## src/logic/bpwl_regs.svh

```systemverilog
// Purpose: Offsets, field positions, reset values and timing counts of the word loader
// Assumes: 50 MHz clock
// Notes: Included by the loader files only
`ifndef BPWL_REGS_SVH
`define BPWL_REGS_SVH
`define BPWL_PROG_WORD_OFFSET 8'hC8
`define BPWL_FIRST_BIT 15
`define BPWL_SEL_HI 14
`define BPWL_SEL_LO 12
`define BPWL_SEL_BLK0 3'h4
`define BPWL_SEL_BLK1 3'h5
`define BPWL_SEL_BLK2 3'h6
`define BPWL_SEL_RSVD 3'h7
`define BPWL_BLK0_WORDS 5'h04
`define BPWL_BLK1_WORDS 5'h12
`define BPWL_BLK2_WORDS 5'h05
`define BPWL_BLK4_WORDS 5'h08
`define BPWL_BLK1_TONE_FIRST 5'h02
`define BPWL_BLK1_TONE_LAST 5'h11
`define BPWL_FRAME_PATTERN_RST 16'hC4D7
`define BPWL_DATA_PATTERN_RST 16'hB433
`define BPWL_LIMIT_RST 14'h1FFF
`define BPWL_TONE_LEVEL_MAX 11'h600
`define BPWL_DEEMPH_BIT 0
`define BPWL_LEN24_BIT 11
`define BPWL_DROP_STEP_US 8000
`define BPWL_DERESP_EXTRA_US 90000
`define BPWL_RAMP_STEP_NS 1333000
`define BPWL_CLK_NS 20
`define BPWL_APPLY_US 250
`define BPWL_APPLY_CYC ((`BPWL_APPLY_US * 1000) / `BPWL_CLK_NS)
`define BPWL_DROP_STEP_CYC ((`BPWL_DROP_STEP_US * 1000) / `BPWL_CLK_NS)
`define BPWL_DERESP_EXTRA_CYC ((`BPWL_DERESP_EXTRA_US * 1000) / `BPWL_CLK_NS)
`define BPWL_RAMP_STEP_CYC (`BPWL_RAMP_STEP_NS / `BPWL_CLK_NS)
`endif

```

## src/logic/bpwl_pkg.sv

```systemverilog
// Purpose: Types of the word loader
// Assumes: Nothing
// Notes: Constants live in bpwl_regs.svh
package bpwl_pkg;
    typedef enum logic [2:0] {BLK_NONE, BLK_MODEM, BLK_TONE, BLK_SUB, BLK_GAIN} bpwl_blk_t;
    typedef struct packed {
        logic [15:0] framePattern;
        logic [15:0] invertedFramePattern;
        logic [15:0] dataFramePattern;
    } bpwl_modem_t;
    typedef struct packed {
        logic [10:0] toneTxLevel;
        logic deemphEnable;
        logic [5:0] detectThreshold;
        logic [3:0] bandwidthCode;
        logic [15:0][7:0] toneInt;
        logic [15:0][3:0] toneRem;
    } bpwl_tone_t;
    typedef struct packed {
        logic [11:0] subTxLevel;
        logic squelch_code_length_sel;
        logic [5:0] subThreshold;
        logic [3:0] subBandwidth;
        logic [23:0] squelchCode;
        logic [3:0] dropoutCount;
    } bpwl_sub_t;
    typedef struct packed {
        logic [13:0] input_gain_value;
        logic [13:0] output_gain_value_a;
        logic [13:0] output_gain_value_b;
        logic [13:0] offsetA;
        logic [13:0] offsetB;
        logic [6:0] ramp_up_code;
        logic [6:0] ramp_down_code;
        logic [13:0] limitLevel;
    } bpwl_gain_t;
endpackage

```

## src/logic/bpwl_word_loader.sv

```systemverilog
// Purpose: Decodes programming words into four parameter blocks
// Assumes: 50 MHz clock; host holds word and pulses wrStrobe on the same clock
// Notes: Write-only register at the programming offset; ready flag shows busy
// Behaviour
// - Bit 15 set marks first word of a block and restarts the index.
// - Bits 14..12 select block 0, 1, 2, reserved, or block 4.
// - Block 0 bytes form frame and data patterns; inverted pattern is complement.
// - Pattern compare starts with high byte bit 7 as earliest bit.
// - Defaults C4D7 and B433 load at power-on, and on processing enable unless the save bit is set.
// - Block 1 word 0 bits 11..1 tone level; host keeps it at most 1536.
// - De-emphasis only when bit set, voice and emphasis enabled.
// - Block 1 word 1 holds threshold bits 9..4 and bandwidth bits 3..0.
// - Block 1 words 2..17 each hold one programmable tone.
// - Block 2 word 0 holds the 12-bit sub-audio level.
// - Block 2 word 1 bit 11 picks 24-bit or 23-bit squelch codes.
// - Block 2 word 1 holds threshold bits 9..4 and bandwidth bits 3..0.
// - Block 2 words 2 and 3 hold the squelch code, LSB first.
// - Code bit 23 is ignored unless 24-bit length is selected.
// - Block 2 word 4 bits 11..8 give dropout count of 8 ms steps.
// - De-response time is dropout time plus about 90 ms.
// - Block 4 word 0 is the input gain value.
// - Block 4 words 2 and 3 are output fine gains.
// - Block 4 words 4 and 5 are offsets subtracted from outputs a and b.
// - Block 4 word 6 holds ramp codes; ramps start on transmit mode edges.
// - Block 4 word 7 is limiter, reset to 1FFF.
// - Ready flag clears on a write and returns once the word is applied.
`timescale 1ns/1ps
`include "bpwl_regs.svh"
module bpwl_word_loader #(
    parameter int APPLY_CYC = `BPWL_APPLY_CYC,
    parameter int DROP_STEP_CYC = `BPWL_DROP_STEP_CYC,
    parameter int DERESP_EXTRA_CYC = `BPWL_DERESP_EXTRA_CYC,
    parameter int RAMP_STEP_CYC = `BPWL_RAMP_STEP_CYC
) (
    input wire logic clock,
    input wire logic rst_n,
    input wire logic clkEn,
    input wire logic [7:0] regAddr,
    input wire logic [15:0] regWrData,
    input wire logic wrStrobe,
    input wire logic powerOnReset,
    input wire logic procEnable,
    input wire logic saveBit,
    input wire logic voiceEnable,
    input wire logic emphEnable,
    input wire logic txModePin,
    input wire logic rxBit,
    input wire logic rxBitValid,
    input wire logic subDetectRaw,
    output logic progReady,
    output bpwl_pkg::bpwl_modem_t modemCfg,
    output bpwl_pkg::bpwl_tone_t toneCfg,
    output bpwl_pkg::bpwl_sub_t subCfg,
    output bpwl_pkg::bpwl_gain_t gainCfg,
    output logic toneDeemphActive,
    output logic [1:0] patternHit,
    output logic subLost,
    output logic [1:0] rampState
);
    // Elaboration check: a count below one cycle would never let a timer finish
    if (APPLY_CYC < 1 || DROP_STEP_CYC < 1 || DERESP_EXTRA_CYC < 1 || RAMP_STEP_CYC < 1) begin
        $error("bpwl_word_loader: counts must be at least one cycle");
    end

    typedef struct packed {
        bpwl_pkg::bpwl_modem_t modem;
        bpwl_pkg::bpwl_tone_t tone;
        bpwl_pkg::bpwl_sub_t sub;
        bpwl_pkg::bpwl_gain_t gain;
        bpwl_pkg::bpwl_blk_t blk;
        logic [4:0] index;
        logic ready;
        logic [31:0] busyCnt;
        logic procSeen;
        logic [15:0] shiftReg;
        logic [1:0] hit;
        logic [31:0] lostCnt;
        logic lost;
        logic txPrev;
        logic [1:0] ramp;
        logic [31:0] rampCnt;
        logic deemph;
    } bpwl_state_t;

    bpwl_state_t st;
    bpwl_state_t next_st;
    logic txMode;
    logic subDetect;

    bpwl_sync3 txSync (
        .clock(clock),
        .rst_n(rst_n),
        .clkEn(clkEn),
        .pinIn(txModePin),
        .level(txMode)
    );

    bpwl_sync3 subSync (
        .clock(clock),
        .rst_n(rst_n),
        .clkEn(clkEn),
        .pinIn(subDetectRaw),
        .level(subDetect)
    );

    always_comb begin
        logic [2:0] sel;
        logic [4:0] idx;
        logic [11:0] d12;
        logic [13:0] d14;
        logic [3:0] toneSlot;
        logic [31:0] dropLimit;
        logic [31:0] rampLimit;
        bpwl_pkg::bpwl_blk_t selBlk;
        next_st = st;
        sel = regWrData[`BPWL_SEL_HI:`BPWL_SEL_LO];
        d12 = regWrData[11:0];
        d14 = regWrData[13:0];
        idx = st.index;
        toneSlot = 4'h0;
        dropLimit = 32'(st.sub.dropoutCount) * 32'(DROP_STEP_CYC) + 32'(DERESP_EXTRA_CYC);
        rampLimit = 32'(RAMP_STEP_CYC);
        selBlk = bpwl_pkg::BLK_NONE;

        // Block named by the select field; pattern 111 leaves BLK_NONE
        if (!sel[2]) begin
            selBlk = bpwl_pkg::BLK_GAIN;
        end else if (sel == `BPWL_SEL_BLK0) begin
            selBlk = bpwl_pkg::BLK_MODEM;
        end else if (sel == `BPWL_SEL_BLK1) begin
            selBlk = bpwl_pkg::BLK_TONE;
        end else if (sel == `BPWL_SEL_BLK2) begin
            selBlk = bpwl_pkg::BLK_SUB;
        end

        // Pattern defaults load at power-on or when processing comes out of reset unsaved; the limit default loads only at power-on
        if (powerOnReset || (procEnable && !st.procSeen && !saveBit)) begin
            next_st.modem.framePattern = `BPWL_FRAME_PATTERN_RST;
            next_st.modem.dataFramePattern = `BPWL_DATA_PATTERN_RST;
        end
        if (powerOnReset) begin
            next_st.gain.limitLevel = `BPWL_LIMIT_RST;
        end
        next_st.procSeen = procEnable;

        if (!st.ready) begin
            if (st.busyCnt >= 32'(APPLY_CYC - 1)) begin
                next_st.ready = 1'b1;
            end else begin
                next_st.busyCnt = st.busyCnt + 32'h1;
            end
        end

        if (wrStrobe && regAddr == `BPWL_PROG_WORD_OFFSET) begin
            next_st.ready = 1'b0;
            // A write while busy restarts the apply time
            next_st.busyCnt = 32'h0;
            if (regWrData[`BPWL_FIRST_BIT]) begin
                idx = 5'h00;
                next_st.blk = selBlk;
            end else begin
                // Index saturates so a runaway host never wraps into a valid word
                idx = (st.index == 5'h1F) ? 5'h1F : st.index + 5'h01;
                // A follow-on word whose select disagrees with the open block is dropped,
                // and so are the later words of that block
                if (selBlk != st.blk) begin
                    next_st.blk = bpwl_pkg::BLK_NONE;
                end
            end
            next_st.index = idx;
            toneSlot = 4'(idx - `BPWL_BLK1_TONE_FIRST);
            case (next_st.blk)
                bpwl_pkg::BLK_MODEM: begin
                    case (idx)
                        5'h00: next_st.modem.framePattern[7:0] = d12[7:0];
                        5'h01: next_st.modem.framePattern[15:8] = d12[7:0];
                        5'h02: next_st.modem.dataFramePattern[7:0] = d12[7:0];
                        5'h03: next_st.modem.dataFramePattern[15:8] = d12[7:0];
                        default: ;
                    endcase
                end
                bpwl_pkg::BLK_TONE: begin
                    if (idx == 5'h00) begin
                        next_st.tone.toneTxLevel = d12[11:1];
                        next_st.tone.deemphEnable = d12[`BPWL_DEEMPH_BIT];
                    end else if (idx == 5'h01) begin
                        next_st.tone.detectThreshold = d12[9:4];
                        next_st.tone.bandwidthCode = d12[3:0];
                    end else if (idx >= `BPWL_BLK1_TONE_FIRST && idx <= `BPWL_BLK1_TONE_LAST) begin
                        next_st.tone.toneInt[toneSlot] = d12[11:4];
                        next_st.tone.toneRem[toneSlot] = d12[3:0];
                    end
                end
                bpwl_pkg::BLK_SUB: begin
                    case (idx)
                        5'h00: next_st.sub.subTxLevel = d12;
                        5'h01: begin
                            next_st.sub.squelch_code_length_sel = d12[`BPWL_LEN24_BIT];
                            next_st.sub.subThreshold = d12[9:4];
                            next_st.sub.subBandwidth = d12[3:0];
                        end
                        5'h02: next_st.sub.squelchCode[11:0] = d12;
                        5'h03: next_st.sub.squelchCode[23:12] = d12;
                        5'h04: next_st.sub.dropoutCount = d12[11:8];
                        default: ;
                    endcase
                end
                bpwl_pkg::BLK_GAIN: begin
                    case (idx)
                        5'h00: next_st.gain.input_gain_value = d14;
                        5'h02: next_st.gain.output_gain_value_a = d14;
                        5'h03: next_st.gain.output_gain_value_b = d14;
                        5'h04: next_st.gain.offsetA = d14;
                        5'h05: next_st.gain.offsetB = d14;
                        5'h06: begin
                            next_st.gain.ramp_up_code = d14[13:7];
                            next_st.gain.ramp_down_code = d14[6:0];
                        end
                        5'h07: next_st.gain.limitLevel = d14;
                        default: ; // reserved word 1 and test word 8
                    endcase
                end
                default: ;
            endcase
        end

        next_st.modem.invertedFramePattern = ~next_st.modem.framePattern;
        next_st.deemph = st.tone.deemphEnable && voiceEnable && emphEnable;

        // Earliest bit ends up in bit 15, matching high byte bit 7
        next_st.hit = 2'b00;
        if (rxBitValid) begin
            next_st.shiftReg = {st.shiftReg[14:0], rxBit};
            next_st.hit[0] = (next_st.shiftReg == st.modem.framePattern) ||
                (next_st.shiftReg == st.modem.invertedFramePattern);
            next_st.hit[1] = next_st.shiftReg == st.modem.dataFramePattern;
        end

        // Loss declared only after the whole dropout plus de-response window
        if (subDetect) begin
            next_st.lostCnt = 32'h0;
            next_st.lost = 1'b0;
        end else if (st.lostCnt >= dropLimit) begin
            next_st.lost = 1'b1;
        end else begin
            next_st.lostCnt = st.lostCnt + 32'h1;
        end

        // Ramp bit 1 = ramping up, bit 0 = ramping down
        next_st.txPrev = txMode;
        if (txMode && !st.txPrev) begin
            next_st.ramp = 2'b10;
            next_st.rampCnt = 32'h0;
        end else if (!txMode && st.txPrev) begin
            next_st.ramp = 2'b01;
            next_st.rampCnt = 32'h0;
        end else if (st.ramp != 2'b00) begin
            rampLimit = (st.ramp[1] ? 32'(st.gain.ramp_up_code) : 32'(st.gain.ramp_down_code))
                + 32'h1;
            if (st.rampCnt >= rampLimit * 32'(RAMP_STEP_CYC) - 32'h1) begin
                next_st.ramp = 2'b00;
            end else begin
                next_st.rampCnt = st.rampCnt + 32'h1;
            end
        end
    end

    always_ff @(posedge clock) begin
        if (!rst_n) begin
            st <= '0;
            st.modem.framePattern <= `BPWL_FRAME_PATTERN_RST;
            st.modem.invertedFramePattern <= ~`BPWL_FRAME_PATTERN_RST;
            st.modem.dataFramePattern <= `BPWL_DATA_PATTERN_RST;
            st.gain.limitLevel <= `BPWL_LIMIT_RST;
            st.ready <= 1'b1;
            st.blk <= bpwl_pkg::BLK_NONE;
        end else if (clkEn) begin
            st <= next_st;
        end
    end

    // Squelch code bit 23 masked for 23-bit codes
    always_comb begin
        subCfg = st.sub;
        subCfg.squelchCode[23] = st.sub.squelchCode[23] & st.sub.squelch_code_length_sel;
    end

    assign progReady = st.ready;
    assign modemCfg = st.modem;
    assign toneCfg = st.tone;
    assign gainCfg = st.gain;
    assign toneDeemphActive = st.deemph;
    assign patternHit = st.hit;
    assign subLost = st.lost;
    assign rampState = st.ramp;
endmodule

```

## src/logic/bpwl_sync3.sv

```systemverilog
// Purpose: Three-stage synchroniser with agreement filter for a pin level
// Assumes: Input asynchronous to clock
// Notes: Output changes once stages two and three agree
`timescale 1ns/1ps
module bpwl_sync3 (
    input wire logic clock,
    input wire logic rst_n,
    input wire logic clkEn,
    input wire logic pinIn,
    output logic level
);
    logic [2:0] stage;
    always_ff @(posedge clock) begin
        if (!rst_n) begin
            stage <= 3'h0;
            level <= 1'b0;
        end else if (clkEn) begin
            stage <= {stage[1:0], pinIn};
            if (stage[1] == stage[2]) begin
                level <= stage[2];
            end
        end
    end
endmodule

```

## config.mk

```make
export PLATFORM = sky130hd
export DESIGN_NAME = bpwl_word_loader
export DESIGN_NICKNAME = d
export VERILOG_FILES = /design/src/logic/bpwl_pkg.sv /design/src/logic/bpwl_word_loader.sv /design/src/logic/bpwl_sync3.sv
export VERILOG_INCLUDE_DIRS = /design/src /design/src/logic
export SDC_FILE = /design/constraint.sdc
export NUM_CORES = 1
export LEC_CHECK = 0
export ABC_AREA = 1
export BUFFER_PORTS_ARGS = -buffer_cell sky130_fd_sc_hd__buf_2
export CORE_MARGIN = 3
export CORE_UTILIZATION = 50
export DETAILED_ROUTE_END_ITERATION = 12
export PLACE_DENSITY = 0.71
export SLEW_MARGIN = 0
export SYNTH_ARGS = -nofsm -noshare
export SYNTH_HDL_FRONTEND = slang
export SYNTH_SLANG_ARGS = --single-unit
```

## constraint.sdc

```tcl
create_clock -name clock -period 14.2 [get_ports clock]
set_input_delay 4.26 -clock clock [delete_from_list [all_inputs] [get_ports clock]]
set_output_delay 4.26 -clock clock [all_outputs]
set_load 0.005 [all_outputs]
```

==> flow_summary.ini <==
[clocking]
cts_made_buffers = 58
clkTransAtPathRegs_ns = 0.06
ctsHoldBuffers = 0
cts_setup_buffers = 0
clkLatencyLatePin_ns = 0.65
htree_num_levels = 2
cts_sinks = 547
cts_tree = done
cts_buffer_depth = 3
post_cts_resized = 0
clockRootBuffer = clkbuf_16

[synth]
syn_avg_cell_area_um2 = 7.36
yosys_warnings = 0
synth_seq_cells = 547
synth_ff_type = dfxtp_1
synthArstFlopShare = 0
seq_area_frac_synth = 0.360
synth_edf_count = 0
synthesis.nets = 4301
syn_inst = 4128
yosysUniqueCellTypes = 46
syn_area_mm2 = 0.0304

[critical_path]
critPathMaxFanout = 64
critPathCaptureType = flop
crit_path_top_delay_cell = nand2_2
critPathKind = reg2reg
crit_family = simple AND/OR/NAND/NOR gates
cp-start-kind = flop
critPathArrivalTime_ns = 8.76
cp_slowest_stage_delay_ns = 0.82
critPathBufInv = 4
cp_data_required_time_ns = 14.69

[floorplan]
rows = 89
fp.dieH_um = 253
io_pins = 455
start_util = 0.510
core_mm2 = 0.0596
die_area_mm2 = 0.0638
die_w_um = 253

[timing]
hold_viol = 0
min_period_over_period = 0.582
rsz0062_at_grt = false
skew_ns = 0.0649
setup_viol = 0
max_freq_mhz = 121
drv_slew = 0
worst_slew_pin_slew_ns = 1.13
slew_headroom = 0.241
fin_crit_ns = 8.27
setup-tns-final_ns = 0

[power]
total_power_mw = 3.34
ir_drop_v = 0.000112
power_density_mw_per_mm2 = 105
leakage_nw = 13.5

[global_routing]
first_global_vias = 24400
grt_pass1_wl_um = 142000
grt_start_max_net_pins = 209
antenna_found_initial = 3
grt_usage = 0.279
overflow = 0

[layout]
fillers = 5702
areaGrowthSynthToFinish_pct = 4.23
drive_above_1_share = 0.156
final_nets = 4191

[place]
io_buffer_count = 454
gp_congestion = 0.920
dp.final_hpwl_um = 62600

[route]
drc = 0
first_pass_iters = 6
dr.first_iter.drc_count = 2739
postRouteAntennaNets = 0
num_vias = 27100
totalWireLength_um = 92900
drt-vias-per-instance = 5.61
routedWlPerCell_um = 19.2

[status]
status = finished, final reports clean

[min_path]
hold_class = reg2reg

[flow_run]
maxCapViolCount = 0
## report_power, final
group	internal [mW]	leakage, nW	switching (mW)
Combinational	0.0537	8.17	0.161
Sequential	1.55	4.42	0.0247
Clock	0.884	0.941	0.662
## synth_stat cells, drive strengths merged, types with 5 or more instances
library cell	instances	area (um2)
xnor2	20	175
inv	294	1100
nor4	24	150
ha	125	1560
nand3b	7	52.6
buf	499	3600
nand3	201	1060
a21oi	510	2560
a211oi	27	203
o21bai	5	37.5
o22ai	12	75.1
nor2	265	1040
clkbuf	153	574
or2	13	81.3
dfxtp	547	11000
o21ai	225	1130
fa	11	220
nor3	62	320
o211ai	25	188
clkinv	12	45.0
xor2	89	780
nand2	733	2760
nand4	245	1530
## tightest hold or removal path, cell delays in order (launching register included)
cell and delay, ns:
dfxtp_1 0.31, nand2_1 0.06, nor2_1 0.03
## layout by cell type, fill, tap and decap left out, types with 4 or more instances in the layout
cell type   count
nor2_1        252
clkinv_2       10
inv_2           5
nor3_1         58
inv_1         288
o31ai_1         4
o22ai_1        12
clkinvlp_4      5
bufinv_16       4
a211oi_1       27
clkbuf_16      58
nor2_4          4
clkinv_1       12
o21ai_1         4
ha_1          125
nand3_1       191
nor4_1         24
nand2_2         4
o21bai_1        5
nand4_1       245
or2_2          13
buf_2         453
clkbuf_1       10
buf_4          26
dfxtp_1       547
a21oi_1       508
o21a_1          4
fa_1           11
nand3b_1        7
nor2_2          9
o21ai_0       219
xor2_1         89
o211ai_1       25
nand2_1       729
nand3_2        10
clkbuf_8       11
nor3_2          4
a31oi_1         4
xnor2_1        20
## cell families (layout without fill, tap and decap cells)
logic type	after synthesis	count (layout)	share of synthesized area
AOI/OAI and AO/OA	824	824	0.143
adders and majority gates	136	136	0.0587
xor gates and xnor gates	109	109	0.0314
and+or+nand+nor	1554	1554	0.231
other	0	2	0
DFF	547	547	0.360
buffers and inverters	958	892	0.175
## through the flow
step                      hold slack (ns)  area, um2  setup WS (ns)  std cells   util
after floorplan                     0.419      30400           7.54       4128      -
after global placement              0.426      29700           5.97       4731  0.499
after detailed placement            0.429      29700           6.00       4731  0.499
after CTS                           0.442      31700           5.93       4835  0.532
after global routing                0.459      31700           5.14       4835  0.532
final                               0.439      31700           5.93       4837  0.532
## area by class of cell
type	instances	area (um2)	area share
diodes	2	5.00	0.000158
clock buffers	79	1640	0.0518
well taps	773	967	0.0305
inverters	306	1160	0.0365
flip-flops and latches	547	11000	0.346
repair buffers	482	2510	0.0794
multi-input cells	2623	14100	0.447
clock inverters	25	293	0.00924
## layer usage
metal | vias to the layer above | part of all wire | track usage
li1 | 13200 | - | -
met1 | 12600 | 0.43 | 0.387
met2 | 1145 | 0.44 | 0.429
met3 | 192 | 0.089 | 0.0577
met4 | 4 | 0.037 | 0.102
met5 | - | 0.00024 | 0
## worst paths after layout
kind,from,to,slack [ns],cells past startpoint
worst min-delay path,st[67],st[67],0.44,2
worst min register to register,st[67],st[67],0.44,2
worst max-delay path,rampState[1],st[2],5.93,33
worst max register to register,rampState[1],st[2],5.93,33
Power figures use the tool's default switching activity.
